--- src/logic/mlsp_cfg.svh ---
// constants of the llc service port: sizes, byte counts and status codes
`ifndef MLSP_CFG_SVH
`define MLSP_CFG_SVH

`define MLSP_ADDR_W      48       // address width in bits
`define MLSP_ADDR_LAST   3'd5     // index of last octet of an address field
`define MLSP_IDX_ZERO    3'd0     // first octet index
`define MLSP_BYTE_W      8        // data path width
`define MLSP_CLASS_W     3        // service class width
`define MLSP_FIFO_DEPTH  16       // request queue depth in words
`define MLSP_RX_DEPTH    64       // receive payload buffer, bytes
`define MLSP_RX_AW       6        // receive buffer address width
`define MLSP_CNT_W       7        // receive byte counter width
`define MLSP_HDR_BYTES   7'd12    // da plus sa octets ahead of the payload
`define MLSP_RX_LIMIT    7'd76    // header plus full buffer
`define MLSP_CNT_ZERO    7'd0
`define MLSP_CNT_ONE     7'd1
`define MLSP_ST_OK       2'h0     // transmission succeeded
`define MLSP_ST_EXCESS   2'h1     // gave up after excessive collisions
`define MLSP_ST_FAIL     2'h2     // other transmit failure

`endif

--- src/logic/mlsp_pkg.sv ---
// types shared by the llc service port
`default_nettype none
package mlsp_pkg;
    typedef enum logic [2:0] {TX_IDLE, TX_DA, TX_SA, TX_PAY, TX_WAIT, TX_CNF} mlsp_tx_t;  // transmit sequencer
    typedef enum logic [0:0] {RX_COL, RX_OUT} mlsp_rx_t;                                  // receive collect / deliver
endpackage : mlsp_pkg
`default_nettype wire

--- src/logic/mlsp_fifo.sv ---
// parameterised valid/ready fifo used as the transmit request queue
`default_nettype none
module mlsp_fifo #(
    parameter int W = 8,                         // word width
    parameter int D = 16                         // depth, power of two
) (
    input  wire logic         i_clk,             // clock
    input  wire logic         i_srst,            // synchronous reset, active high
    input  wire logic         i_valid,           // write side valid
    input  wire logic [W-1:0] i_data,            // write side word
    output logic              o_ready,           // write side ready, registered
    output logic              o_valid,           // read side valid, registered
    output logic [W-1:0]      o_data,            // read side head word
    input  wire logic         i_ready            // read side ready
);
    localparam int AW = $clog2(D);               // pointer width
    localparam int CW = $clog2(D + 1);           // occupancy width

    logic [W-1:0]  mem [D];                      // storage
    logic [AW-1:0] wr_ptr_reg;                   // write pointer
    logic [AW-1:0] rd_ptr_reg;                   // read pointer
    logic [CW-1:0] cnt_reg;                      // occupancy
    logic [CW-1:0] cnt_next;                     // next occupancy
    logic          push;                         // word taken
    logic          pop;                          // word given

    assign push     = i_valid && o_ready;
    assign pop      = o_valid && i_ready;
    assign cnt_next = cnt_reg + CW'(push) - CW'(pop);
    assign o_data   = mem[rd_ptr_reg];

    // storage write, no reset needed on data
    always_ff @(posedge i_clk) begin
        if (push) begin
            mem[wr_ptr_reg] <= i_data;
        end
    end

    // pointers and flags; ready and valid are flops so the top sees clean edges
    always_ff @(posedge i_clk) begin
        if (i_srst) begin
            wr_ptr_reg <= '0;
            rd_ptr_reg <= '0;
            cnt_reg    <= '0;
            o_ready    <= 1'b0;
            o_valid    <= 1'b0;
        end else begin
            wr_ptr_reg <= wr_ptr_reg + AW'(push);
            rd_ptr_reg <= rd_ptr_reg + AW'(pop);
            cnt_reg    <= cnt_next;
            o_ready    <= cnt_next != CW'(D);    // holds off the requester when full, see
            o_valid    <= cnt_next != '0;
        end
    end

    a_full_holds: assert property (@(posedge i_clk) disable iff (i_srst)
        (!o_ready && !pop) |=> (cnt_reg == $past(cnt_reg)))
        else $error("queue grew while full");
endmodule : mlsp_fifo
`default_nettype wire

--- src/logic/mlsp_port.sv ---
// media access controller service port toward the logical link layer
// Functional notes
// add da and sa, forward frame downward
// requester supplies individual or group destination
// requester marks data unit end explicitly
// class accepted, one service for all
// exactly one confirm per request
// confirm reports success, collisions or failure
// requests served first in, first out
// request, confirm and indication all present
// upper layer may reset the controller
// deliver only good, addressed, well formed frames
// frames sent to ourselves also delivered
// valid/ready handshakes, hold off when full
`include "mlsp_cfg.svh"
`default_nettype none
module mlsp_port
    import mlsp_pkg::*;
(
    input  wire logic                     i_clk,          // 100 mhz clock
    input  wire logic                     i_srst,         // synchronous reset, active high
    input  wire logic                     i_llc_reset,    // reset request from the upper layer
    input  wire logic [`MLSP_ADDR_W-1:0]  i_station_addr, // our individual address, octet 0 in bits 7:0
    input  wire logic                     i_req_valid,    // request byte valid
    input  wire logic [`MLSP_BYTE_W-1:0]  i_req_data,     // request data byte
    input  wire logic                     i_req_last,     // last byte of the data unit
    input  wire logic [`MLSP_ADDR_W-1:0]  i_req_dst,      // destination, held for the whole request
    input  wire logic [`MLSP_CLASS_W-1:0] i_req_class,    // service class, accepted and ignored
    output logic                          o_req_ready,    // request byte taken
    output logic                          o_phy_valid,    // frame byte to the physical layer
    output logic [`MLSP_BYTE_W-1:0]       o_phy_data,     // frame byte
    output logic                          o_phy_last,     // last frame byte
    input  wire logic                     i_phy_ready,    // physical layer takes byte
    input  wire logic                     i_phy_done,     // transmit attempt finished, pulse
    input  wire logic                     i_phy_excess,   // with done: excessive collisions
    input  wire logic                     i_phy_fail,     // with done: other failure
    output logic                          o_cnf_valid,    // confirmation valid
    output logic [1:0]                    o_cnf_status,   // transmission status
    input  wire logic                     i_cnf_ready,    // confirmation taken
    input  wire logic                     i_rx_valid,     // received byte valid
    input  wire logic [`MLSP_BYTE_W-1:0]  i_rx_data,      // received byte
    input  wire logic                     i_rx_last,      // last received byte
    input  wire logic                     i_rx_err,       // with last: frame had an error
    output logic                          o_ind_valid,    // indication byte valid
    output logic [`MLSP_BYTE_W-1:0]       o_ind_data,     // indication payload byte
    output logic                          o_ind_last,     // last payload byte
    output logic [`MLSP_ADDR_W-1:0]       o_ind_dst,      // destination of delivered frame
    output logic [`MLSP_ADDR_W-1:0]       o_ind_src,      // source of delivered frame
    input  wire logic                     i_ind_ready     // indication byte taken
);
    localparam int QW = `MLSP_ADDR_W + 1 + `MLSP_BYTE_W;  // queue word: dst, last, data

    logic                        rst;                     // hardware or upper layer reset
    logic                        q_valid;                 // queue head valid
    logic [QW-1:0]               q_data;                  // queue head word
    logic                        q_pop;                   // queue head consumed
    logic                        load;                    // phy output stage may load
    mlsp_tx_t                    tx_state_reg;            // transmit sequencer
    logic [2:0]                  idx_reg;                 // address octet index
    logic [`MLSP_ADDR_W-1:0]     dst_reg;                 // destination of frame in flight
    logic                        loop_reg;                // frame in flight is for us too
    logic [`MLSP_BYTE_W-1:0]     da_byte;                 // current destination octet
    logic [`MLSP_BYTE_W-1:0]     sa_byte;                 // current source octet
    logic                        cap_v;                   // capture beat
    logic [`MLSP_BYTE_W-1:0]     cap_d;                   // capture byte
    logic                        cap_last;                // capture frame end
    logic                        cap_err;                 // capture frame error
    mlsp_rx_t                    rx_state_reg;            // receive state
    logic [`MLSP_CNT_W-1:0]      rx_cnt_reg;              // bytes seen in this frame
    logic                        rx_ovf_reg;              // payload longer than buffer
    logic                        rx_skip_reg;             // dropping a frame that started while busy
    logic [`MLSP_CNT_W-1:0]      rx_len_reg;              // payload bytes to deliver
    logic [`MLSP_CNT_W-1:0]      rd_idx_reg;              // delivery index
    logic                        rd_done_reg;             // last byte loaded
    logic [`MLSP_BYTE_W-1:0]     rx_mem [`MLSP_RX_DEPTH]; // receive payload buffer
    logic [`MLSP_CNT_W-1:0]      pay_idx;                 // payload index of current byte
    logic                        rx_good;                 // frame end qualifies for delivery
    logic                        ind_load;                // indication stage may load

    // either reset brings every state machine to idle, see
    assign rst = i_srst || i_llc_reset;

    // all group addresses (broadcast among them) are accepted: there is no filter table
    function automatic logic addr_hit(input logic [`MLSP_ADDR_W-1:0] a, input logic [`MLSP_ADDR_W-1:0] me);
        return (a == me) || a[0];
    endfunction : addr_hit

    // class is taken with each byte but never steers anything: one quality of service, see
    mlsp_fifo #(.W(QW), .D(`MLSP_FIFO_DEPTH)) u_req_q (
        .i_clk   (i_clk),
        .i_srst  (rst),
        .i_valid (i_req_valid),
        .i_data  ({i_req_dst, i_req_last, i_req_data}),
        .o_ready (o_req_ready),
        .o_valid (q_valid),
        .o_data  (q_data),
        .i_ready (q_pop)
    );

    assign load    = !o_phy_valid || i_phy_ready;
    assign q_pop   = (tx_state_reg == TX_PAY) && load && q_valid;
    assign da_byte = dst_reg[{idx_reg, 3'h0} +: `MLSP_BYTE_W];
    assign sa_byte = i_station_addr[{idx_reg, 3'h0} +: `MLSP_BYTE_W];

    // transmit sequencer: one request at a time, next one only after its confirm, see
    always_ff @(posedge i_clk) begin
        if (rst) begin
            tx_state_reg <= TX_IDLE;
            idx_reg      <= `MLSP_IDX_ZERO;
            dst_reg      <= '0;
            loop_reg     <= 1'b0;
            o_phy_valid  <= 1'b0;
            o_phy_data   <= '0;
            o_phy_last   <= 1'b0;
            o_cnf_valid  <= 1'b0;
            o_cnf_status <= `MLSP_ST_OK;
        end else begin
            case (tx_state_reg)
                TX_IDLE: begin                                  // wait for a queued request
                    if (q_valid) begin
                        dst_reg      <= q_data[QW-1 -: `MLSP_ADDR_W];
                        loop_reg     <= addr_hit(q_data[QW-1 -: `MLSP_ADDR_W], i_station_addr);
                        idx_reg      <= `MLSP_IDX_ZERO;
                        tx_state_reg <= TX_DA;
                    end
                end
                TX_DA: begin                                    // destination field, see
                    if (load) begin
                        o_phy_valid <= 1'b1;
                        o_phy_data  <= da_byte;
                        o_phy_last  <= 1'b0;
                        idx_reg     <= (idx_reg == `MLSP_ADDR_LAST) ? `MLSP_IDX_ZERO : idx_reg + 3'h1;
                        if (idx_reg == `MLSP_ADDR_LAST) begin
                            tx_state_reg <= TX_SA;
                        end
                    end
                end
                TX_SA: begin                                    // source field from our address, see
                    if (load) begin
                        o_phy_data  <= sa_byte;
                        idx_reg     <= (idx_reg == `MLSP_ADDR_LAST) ? `MLSP_IDX_ZERO : idx_reg + 3'h1;
                        if (idx_reg == `MLSP_ADDR_LAST) begin
                            tx_state_reg <= TX_PAY;
                        end
                    end
                end
                TX_PAY: begin                                   // data unit until its end mark, see
                    if (load) begin
                        o_phy_valid <= q_valid;
                        o_phy_data  <= q_data[`MLSP_BYTE_W-1:0];
                        o_phy_last  <= q_valid && q_data[`MLSP_BYTE_W];
                        if (q_valid && q_data[`MLSP_BYTE_W]) begin
                            tx_state_reg <= TX_WAIT;
                        end
                    end
                end
                TX_WAIT: begin                                  // drain last byte, await outcome
                    if (load) begin
                        o_phy_valid <= 1'b0;
                        o_phy_last  <= 1'b0;
                    end
                    if (i_phy_done) begin
                        o_cnf_valid  <= 1'b1;
                        o_cnf_status <= i_phy_excess ? `MLSP_ST_EXCESS :
                                        (i_phy_fail ? `MLSP_ST_FAIL : `MLSP_ST_OK);
                        tx_state_reg <= TX_CNF;
                    end
                end
                TX_CNF: begin                                   // single confirm, see
                    if (i_cnf_ready) begin
                        o_cnf_valid  <= 1'b0;
                        loop_reg     <= 1'b0;
                        tx_state_reg <= TX_IDLE;
                    end
                end
                default: begin
                    tx_state_reg <= TX_IDLE;
                end
            endcase
        end
    end

    // capture source: our own frame when it is addressed to us, else the line; the loop
    // takes priority, so a line frame overlapping a send addressed to us is lost; sends to others leave the line heard
    assign cap_v    = loop_reg ? (o_phy_valid && i_phy_ready) : i_rx_valid;
    assign cap_d    = loop_reg ? o_phy_data : i_rx_data;
    assign cap_last = loop_reg ? o_phy_last : i_rx_last;
    assign cap_err  = loop_reg ? 1'b0 : i_rx_err;
    assign pay_idx  = rx_cnt_reg - `MLSP_HDR_BYTES;
    assign rx_good  = !cap_err && !rx_ovf_reg && (rx_cnt_reg >= `MLSP_HDR_BYTES)
                      && (rx_cnt_reg < `MLSP_RX_LIMIT)                         // a 65th payload byte is too long
                      && addr_hit(o_ind_dst, i_station_addr);
    assign ind_load = !o_ind_valid || i_ind_ready;

    // payload buffer write; the whole frame is held so a bad one is never shown;
    // bytes past the buffer are not written, so a too long frame cannot wrap onto entry 0
    always_ff @(posedge i_clk) begin
        if (rx_state_reg == RX_COL && cap_v && !rx_skip_reg && !rx_ovf_reg
            && rx_cnt_reg >= `MLSP_HDR_BYTES && rx_cnt_reg < `MLSP_RX_LIMIT) begin
            rx_mem[pay_idx[`MLSP_RX_AW-1:0]] <= cap_d;
        end
    end

    // receive collection, address capture and frame qualification
    always_ff @(posedge i_clk) begin
        if (rst) begin
            rx_state_reg <= RX_COL;
            rx_cnt_reg   <= `MLSP_CNT_ZERO;
            rx_ovf_reg   <= 1'b0;
            rx_skip_reg  <= 1'b0;
            rx_len_reg   <= `MLSP_CNT_ZERO;
            o_ind_dst    <= '0;
            o_ind_src    <= '0;
        end else if (rx_state_reg == RX_OUT) begin
            if (cap_v) begin                                    // busy delivering: drop arrivals
                rx_skip_reg <= !cap_last;
            end
            if (ind_load && rd_done_reg) begin
                rx_state_reg <= RX_COL;
            end
        end else if (cap_v) begin
            if (rx_skip_reg) begin                              // tail of a dropped frame
                rx_skip_reg <= !cap_last;
            end else if (cap_last) begin
                rx_cnt_reg <= `MLSP_CNT_ZERO;
                rx_ovf_reg <= 1'b0;
                rx_len_reg <= pay_idx + `MLSP_CNT_ONE;
                if (rx_good) begin
                    rx_state_reg <= RX_OUT;
                end
            end else begin
                if (rx_cnt_reg < `MLSP_HDR_BYTES) begin         // shift address octets in, first octet lowest
                    {o_ind_src, o_ind_dst} <= {cap_d, o_ind_src, o_ind_dst[`MLSP_ADDR_W-1:`MLSP_BYTE_W]};
                end
                if (rx_cnt_reg == `MLSP_RX_LIMIT) begin
                    rx_ovf_reg <= 1'b1;
                end else begin
                    rx_cnt_reg <= rx_cnt_reg + `MLSP_CNT_ONE;
                end
            end
        end
    end

    // indication output stage: payload bytes of a qualified frame, in order, see
    always_ff @(posedge i_clk) begin
        if (rst) begin
            o_ind_valid <= 1'b0;
            o_ind_data  <= '0;
            o_ind_last  <= 1'b0;
            rd_idx_reg  <= `MLSP_CNT_ZERO;
            rd_done_reg <= 1'b0;
        end else if (rx_state_reg == RX_OUT && ind_load) begin
            o_ind_valid <= !rd_done_reg;
            o_ind_data  <= rx_mem[rd_idx_reg[`MLSP_RX_AW-1:0]];
            o_ind_last  <= !rd_done_reg && (rd_idx_reg + `MLSP_CNT_ONE == rx_len_reg);
            rd_idx_reg  <= rd_done_reg ? `MLSP_CNT_ZERO : rd_idx_reg + `MLSP_CNT_ONE;
            rd_done_reg <= !rd_done_reg && (rd_idx_reg + `MLSP_CNT_ONE == rx_len_reg);
        end else if (ind_load) begin
            o_ind_valid <= 1'b0;
            o_ind_last  <= 1'b0;
        end
    end

    a_da_first: assert property (@(posedge i_clk) disable iff (rst)
        (tx_state_reg == TX_DA && load && idx_reg == `MLSP_IDX_ZERO)
        |=> (o_phy_valid && o_phy_data == dst_reg[`MLSP_BYTE_W-1:0]))
        else $error("destination octet not sent first");
    a_sa_bytes: assert property (@(posedge i_clk) disable iff (rst)
        (tx_state_reg == TX_SA && load) |=> (o_phy_data == $past(sa_byte) && !o_phy_last))
        else $error("source octet wrong");
    a_cnf_after_done: assert property (@(posedge i_clk) disable iff (rst)
        (tx_state_reg == TX_WAIT && i_phy_done) |=> (o_cnf_valid && tx_state_reg == TX_CNF))
        else $error("no confirm after transmit outcome");
    a_cnf_single: assert property (@(posedge i_clk) disable iff (rst)
        (o_cnf_valid && i_cnf_ready) |=> (!o_cnf_valid ##1 !o_cnf_valid))
        else $error("confirm repeated");
    a_cnf_excess: assert property (@(posedge i_clk) disable iff (rst)
        (tx_state_reg == TX_WAIT && i_phy_done && i_phy_excess) |=> (o_cnf_status == `MLSP_ST_EXCESS))
        else $error("collision failure not reported");
    a_fifo_order: assert property (@(posedge i_clk) disable iff (rst)
        o_cnf_valid |-> (!q_pop && tx_state_reg == TX_CNF))
        else $error("next request started before confirm");
    a_bad_dropped: assert property (@(posedge i_clk) disable iff (rst)
        (rx_state_reg == RX_COL && cap_v && cap_last && !rx_skip_reg && !rx_good) |=> (rx_state_reg == RX_COL))
        else $error("bad frame delivered");
    a_loop_source: assert property (@(posedge i_clk) disable iff (rst)
        (loop_reg && o_phy_valid && i_phy_ready && o_phy_last) |-> (cap_v && cap_last && !cap_err))
        else $error("own frame not looped back");
endmodule : mlsp_port
`default_nettype wire

--- config.mk ---
export PLATFORM = sky130hd
export DESIGN_NAME = mlsp_port
export DESIGN_NICKNAME = d
export VERILOG_FILES = /design/src/logic/mlsp_pkg.sv /design/src/logic/mlsp_fifo.sv /design/src/logic/mlsp_port.sv
export VERILOG_INCLUDE_DIRS = /design/src /design/src/logic
export SDC_FILE = /design/constraint.sdc
export NUM_CORES = 2
export LEC_CHECK = 0
export BUFFER_PORTS_ARGS = -buffer_cell sky130_fd_sc_hd__buf_2
export CORE_UTILIZATION = 54
export CTS_CLUSTER_DIAMETER = 80
export DETAILED_ROUTE_END_ITERATION = 10
export PLACE_DENSITY = 0.75
export SLEW_MARGIN = 20
export SYNTH_ARGS = -nofsm -noshare
export SYNTH_HDL_FRONTEND = slang
export SYNTH_SLANG_ARGS = --single-unit
--- constraint.sdc ---
create_clock -name i_clk -period 7.26 [get_ports i_clk]
set_input_delay 1.089 -clock i_clk [delete_from_list [all_inputs] [get_ports i_clk]]
set_output_delay 1.089 -clock i_clk [all_outputs]
set_load 0.02 [all_outputs]
==> impl_metrics.xml <==
<?xml version="1.0" encoding="UTF-8"?>
<metrics>
  <group name="status">
    <metric name="run_status" unit="">finished, final reports clean</metric>
  </group>
  <group name="grt">
    <metric name="antenna_violations_before_repair" unit="">30</metric>
    <metric name="grt_max_degree" unit="">201</metric>
    <metric name="first_global_vias" unit="">35278</metric>
    <metric name="grt_usage" unit="%">27.7</metric>
    <metric name="grt_overflow_total" unit="">0</metric>
    <metric name="grt_pass1_wl" unit="um">244000</metric>
  </group>
  <group name="clock_network">
    <metric name="post_cts_resize_count" unit="">0</metric>
    <metric name="post_cts_buffers" unit="">0</metric>
    <metric name="number_of_h_tree_branching_levels" unit="">4</metric>
    <metric name="cts_root_buffer" unit="">clkbuf_16</metric>
    <metric name="cts_hold_buffers" unit="">0</metric>
    <metric name="clkLatencyLatePin" unit="ns">0.80</metric>
    <metric name="clkSlewWorstSetupHoldPaths" unit="ns">0.06</metric>
    <metric name="numCtsBuffers" unit="">162</metric>
    <metric name="cts_tree" unit="">done</metric>
    <metric name="cts_buffer_depth" unit="">3</metric>
    <metric name="clock_sink_count" unit="">1638</metric>
  </group>
  <group name="power">
    <metric name="sum_of_internal_switching_and_leakage_power" unit="W">0.0190</metric>
    <metric name="irDropWorstVdd" unit="mV">0.282</metric>
    <metric name="powerDensity" unit="nW/um2">258</metric>
    <metric name="static-leakage-power" unit="nW">23.0</metric>
  </group>
  <group name="critical_path">
    <metric name="critical_path_required" unit="ns">8.00</metric>
    <metric name="criticalPathCategory" unit="">reg -&gt; reg</metric>
    <metric name="r2r-end" unit="">loop_reg</metric>
    <metric name="r2r_start" unit="">u_req_q.rd_ptr_reg[1]</metric>
    <metric name="setup.worst_path.start" unit="">u_req_q.rd_ptr_reg[1]</metric>
    <metric name="r2r_cells" unit="">8</metric>
    <metric name="register_to_register_setup_slack" unit="ns">3.13</metric>
    <metric name="signal_arrival_time_at_the_worst_endpoint" unit="ns">4.87</metric>
    <metric name="timing.critical_path.from_type" unit="">flop</metric>
    <metric name="critical_path_endpoint_category" unit="">flop</metric>
    <metric name="crit_fanout" unit="">40</metric>
  </group>
  <group name="detailed_routing">
    <metric name="drt_iter0_markers" unit="">5186</metric>
    <metric name="drt-vias-per-instance" unit="">6.45</metric>
    <metric name="wl_per_cell" unit="um">29.8</metric>
    <metric name="drc_errors" unit="">0</metric>
    <metric name="firstDrtPassIters" unit="">9</metric>
    <metric name="detailroute.via_count" unit="">36963</metric>
    <metric name="route.final.wire_length" unit="um">171000</metric>
    <metric name="ant_nets" unit="">0</metric>
  </group>
  <group name="place">
    <metric name="place.gp.congestion" unit="">0.963</metric>
    <metric name="io_buffer_count" unit="">245</metric>
    <metric name="placement.setup.worst_slack" unit="ns">3.01</metric>
    <metric name="dp_hpwl" unit="um">104000</metric>
    <metric name="place_inst" unit="">5421</metric>
  </group>
  <group name="min_path">
    <metric name="min_to" unit="">o_ind_data[0]</metric>
    <metric name="hold_path_startpoint" unit="">o_ind_data[0]</metric>
    <metric name="min_delay_path_depth" unit="">2</metric>
    <metric name="hold_path.class" unit="">reg -&gt; reg</metric>
  </group>
  <group name="sta">
    <metric name="fin_ws" unit="ns">3.13</metric>
    <metric name="rsz0062_at_grt" unit="">no</metric>
    <metric name="max_slew.worst_pin.slew" unit="ns">1.15</metric>
    <metric name="clock-skew-final" unit="ns">0.0312</metric>
    <metric name="summed_negative_setup_slack_over_all_endpoints" unit="ns">0</metric>
    <metric name="final_max_slew_viol_count" unit="">0</metric>
    <metric name="worst_case_headroom_to_the_max_slew_limit" unit="%">23.4</metric>
    <metric name="number_of_endpoints_with_negative_hold_slack_in_the_final_report" unit="">0</metric>
    <metric name="finalWorstPathRequiredPeriod" unit="ns">4.13</metric>
    <metric name="fmax" unit="GHz">0.242</metric>
    <metric name="finalCritPeriodShare" unit="%">56.9</metric>
    <metric name="final_setup_viols" unit="">0</metric>
  </group>
  <group name="synthesis">
    <metric name="synth_flop_cell" unit="">edfxtp_1</metric>
    <metric name="post_synthesis_sequential_element_count" unit="">1638</metric>
    <metric name="synth.largest_area_cell" unit="">edfxtp_1</metric>
    <metric name="post_synth_instance_area" unit="um2">65600</metric>
    <metric name="synth-async-reset-ratio" unit="%">0</metric>
    <metric name="synth_area_leaders" unit="">edfxtp_1, mux4_2, dfxtp_1, mux2i_1, nand2_1</metric>
    <metric name="yosysWarnings" unit="">0</metric>
    <metric name="synthCells" unit="">3714</metric>
    <metric name="avgSynthCellArea" unit="um2">17.7</metric>
    <metric name="synth_nets" unit="">3856</metric>
    <metric name="yosys.area.top_type_share" unit="%">65.2</metric>
    <metric name="synth.lib_cells_used.distinct" unit="">82</metric>
    <metric name="synth_edf_count" unit="">1424</metric>
    <metric name="synth-seq-area-share" unit="%">71.7</metric>
  </group>
  <group name="cells_and_area">
    <metric name="largest_register" unit="">u_req_q.mem</metric>
    <metric name="finish.cell_count_without_fillers" unit="">5730</metric>
    <metric name="final_nets" unit="">4116</metric>
    <metric name="most-common-layout-cells" unit="">edfxtp_1, mux4_2, nand2_1</metric>
    <metric name="number_of_flip_flops_in_the_largest_register" unit="">912</metric>
    <metric name="post-route-util" unit="%">61.3</metric>
    <metric name="post_route_cells_drive_above_1_share" unit="%">23.4</metric>
    <metric name="final_common_cell" unit="">edfxtp_1</metric>
    <metric name="layout-area-overhead-vs-synth" unit="%">12.3</metric>
  </group>
  <group name="die">
    <metric name="initial_util" unit="%">54.6</metric>
    <metric name="placement_rows" unit="">127</metric>
    <metric name="core" unit="um2">120000</metric>
    <metric name="floorplan.die_area" unit="um2">123000</metric>
    <metric name="io_pins" unit="">249</metric>
    <metric name="die_height" unit="um">351</metric>
    <metric name="die_x" unit="um">351</metric>
  </group>
  <group name="flow_run">
    <metric name="max-cap-violations" unit="">0</metric>
  </group>
</metrics>
## power by group
| part | total, W | internal [W] | switching, W |
|---|---|---|---|
| Combinational | 0.000423 | 0.000102 | 0.000321 |
| Clock | 0.00832 | 0.00473 | 0.00359 |
| Sequential | 0.0103 | 0.0102 | 0.0000119 |
## layout make-up
class / instances / area [um2]
antenna: 10 / 25.0
clock buffer: 221 / 4480
clock inverter: 77 / 812
fill: 8368 / 46500
inverter: 21 / 78.8
multi-input combinational: 1837 / 17400
sequential: 1638 / 47100
tap: 1612 / 2020
timing repair buffer: 314 / 1780
## per-stage QoR
| step | cell area [um2] | hold slack (ns) |
|---|---|---|
| finish | 73700 | 0.452 |
| global route | 73700 | 0.474 |
| CTS | 73600 | 0.452 |
| detailed placement | 68300 | 0.444 |
| global placement | 68300 | 0.439 |
| floorplan | 65600 | 0.429 |
## critical path: stages, from the launching register on
cell and delay (ns):
dfxtp_4 0.67, buf_4 0.62, mux4_2 0.59, o21ai_0 0.86, o221ai_1 0.20, nor3_1 0.28
o21ai_1 0.15, nor4_1 0.48, a21o_1 0.18
## cell usage after synthesis (all sizes together) (4+ instances only)
master	number
edfxtp	1424
mux4	367
nand2	330
dfxtp	214
nor2	207
a21oi	201
mux2i	155
clkbuf	114
buf	104
xnor2	86
a22oi	50
nor3	41
nand3	39
o21ai	35
xor2	34
a211oi	22
inv	21
o211ai	20
mux2	19
nor4	19
nand4	18
nand2b	17
o22ai	16
a221oi	14
and2	13
ha	12
nor2b	11
and3	10
or3	8
a2111oi	7
a22o	6
nand3b	6
or2	6
a31oi	5
nor3b	5
a21o	4
o221ai	4
o31ai	4
o32ai	4
## kinds of logic (layout without fill, tap and decap cells)
| group | count (synthesis) | after routing | synth area share (%) |
|---|---|---|---|
| flip-flops | 1638 | 1638 | 71.7 |
| adder cells (fa/ha/maj) | 13 | 13 | 0.259 |
| XOR/XNOR | 120 | 120 | 1.60 |
| AO/OA/AOI/OAI | 417 | 417 | 3.98 |
| AND/OR/NAND/NOR | 746 | 746 | 5.01 |
| multiplexers | 541 | 541 | 15.4 |
| other | 0 | 10 | 0 |
| buffers and inverters | 239 | 633 | 1.99 |
## routing by layer
| metal | vias up | part of all wire, % | global-route usage (%) |
|---|---|---|---|
| met5 | - | 0.099 | 0 |
| met1 | 18859 | 37 | 38.7 |
| met2 | 2412 | 47 | 42.4 |
| li1 | 15277 | - | - |
| met3 | 389 | 12 | 7.25 |
| met4 | 26 | 3.4 | 9.83 |
## worst max path at each step
stage	end	depth (start not counted)	slack, ns
floorplan	u_req_q.mem[0][0]	4	0.95
global placement	rx_mem[0][5]	7	3.02
CTS	u_req_q.o_valid	11	3.24
finish	loop_reg	8	3.13
global route	u_req_q.o_valid	11	2.96
detailed placement	rx_mem[8][6]	7	3.01
(Power assumes the default switching activity.)
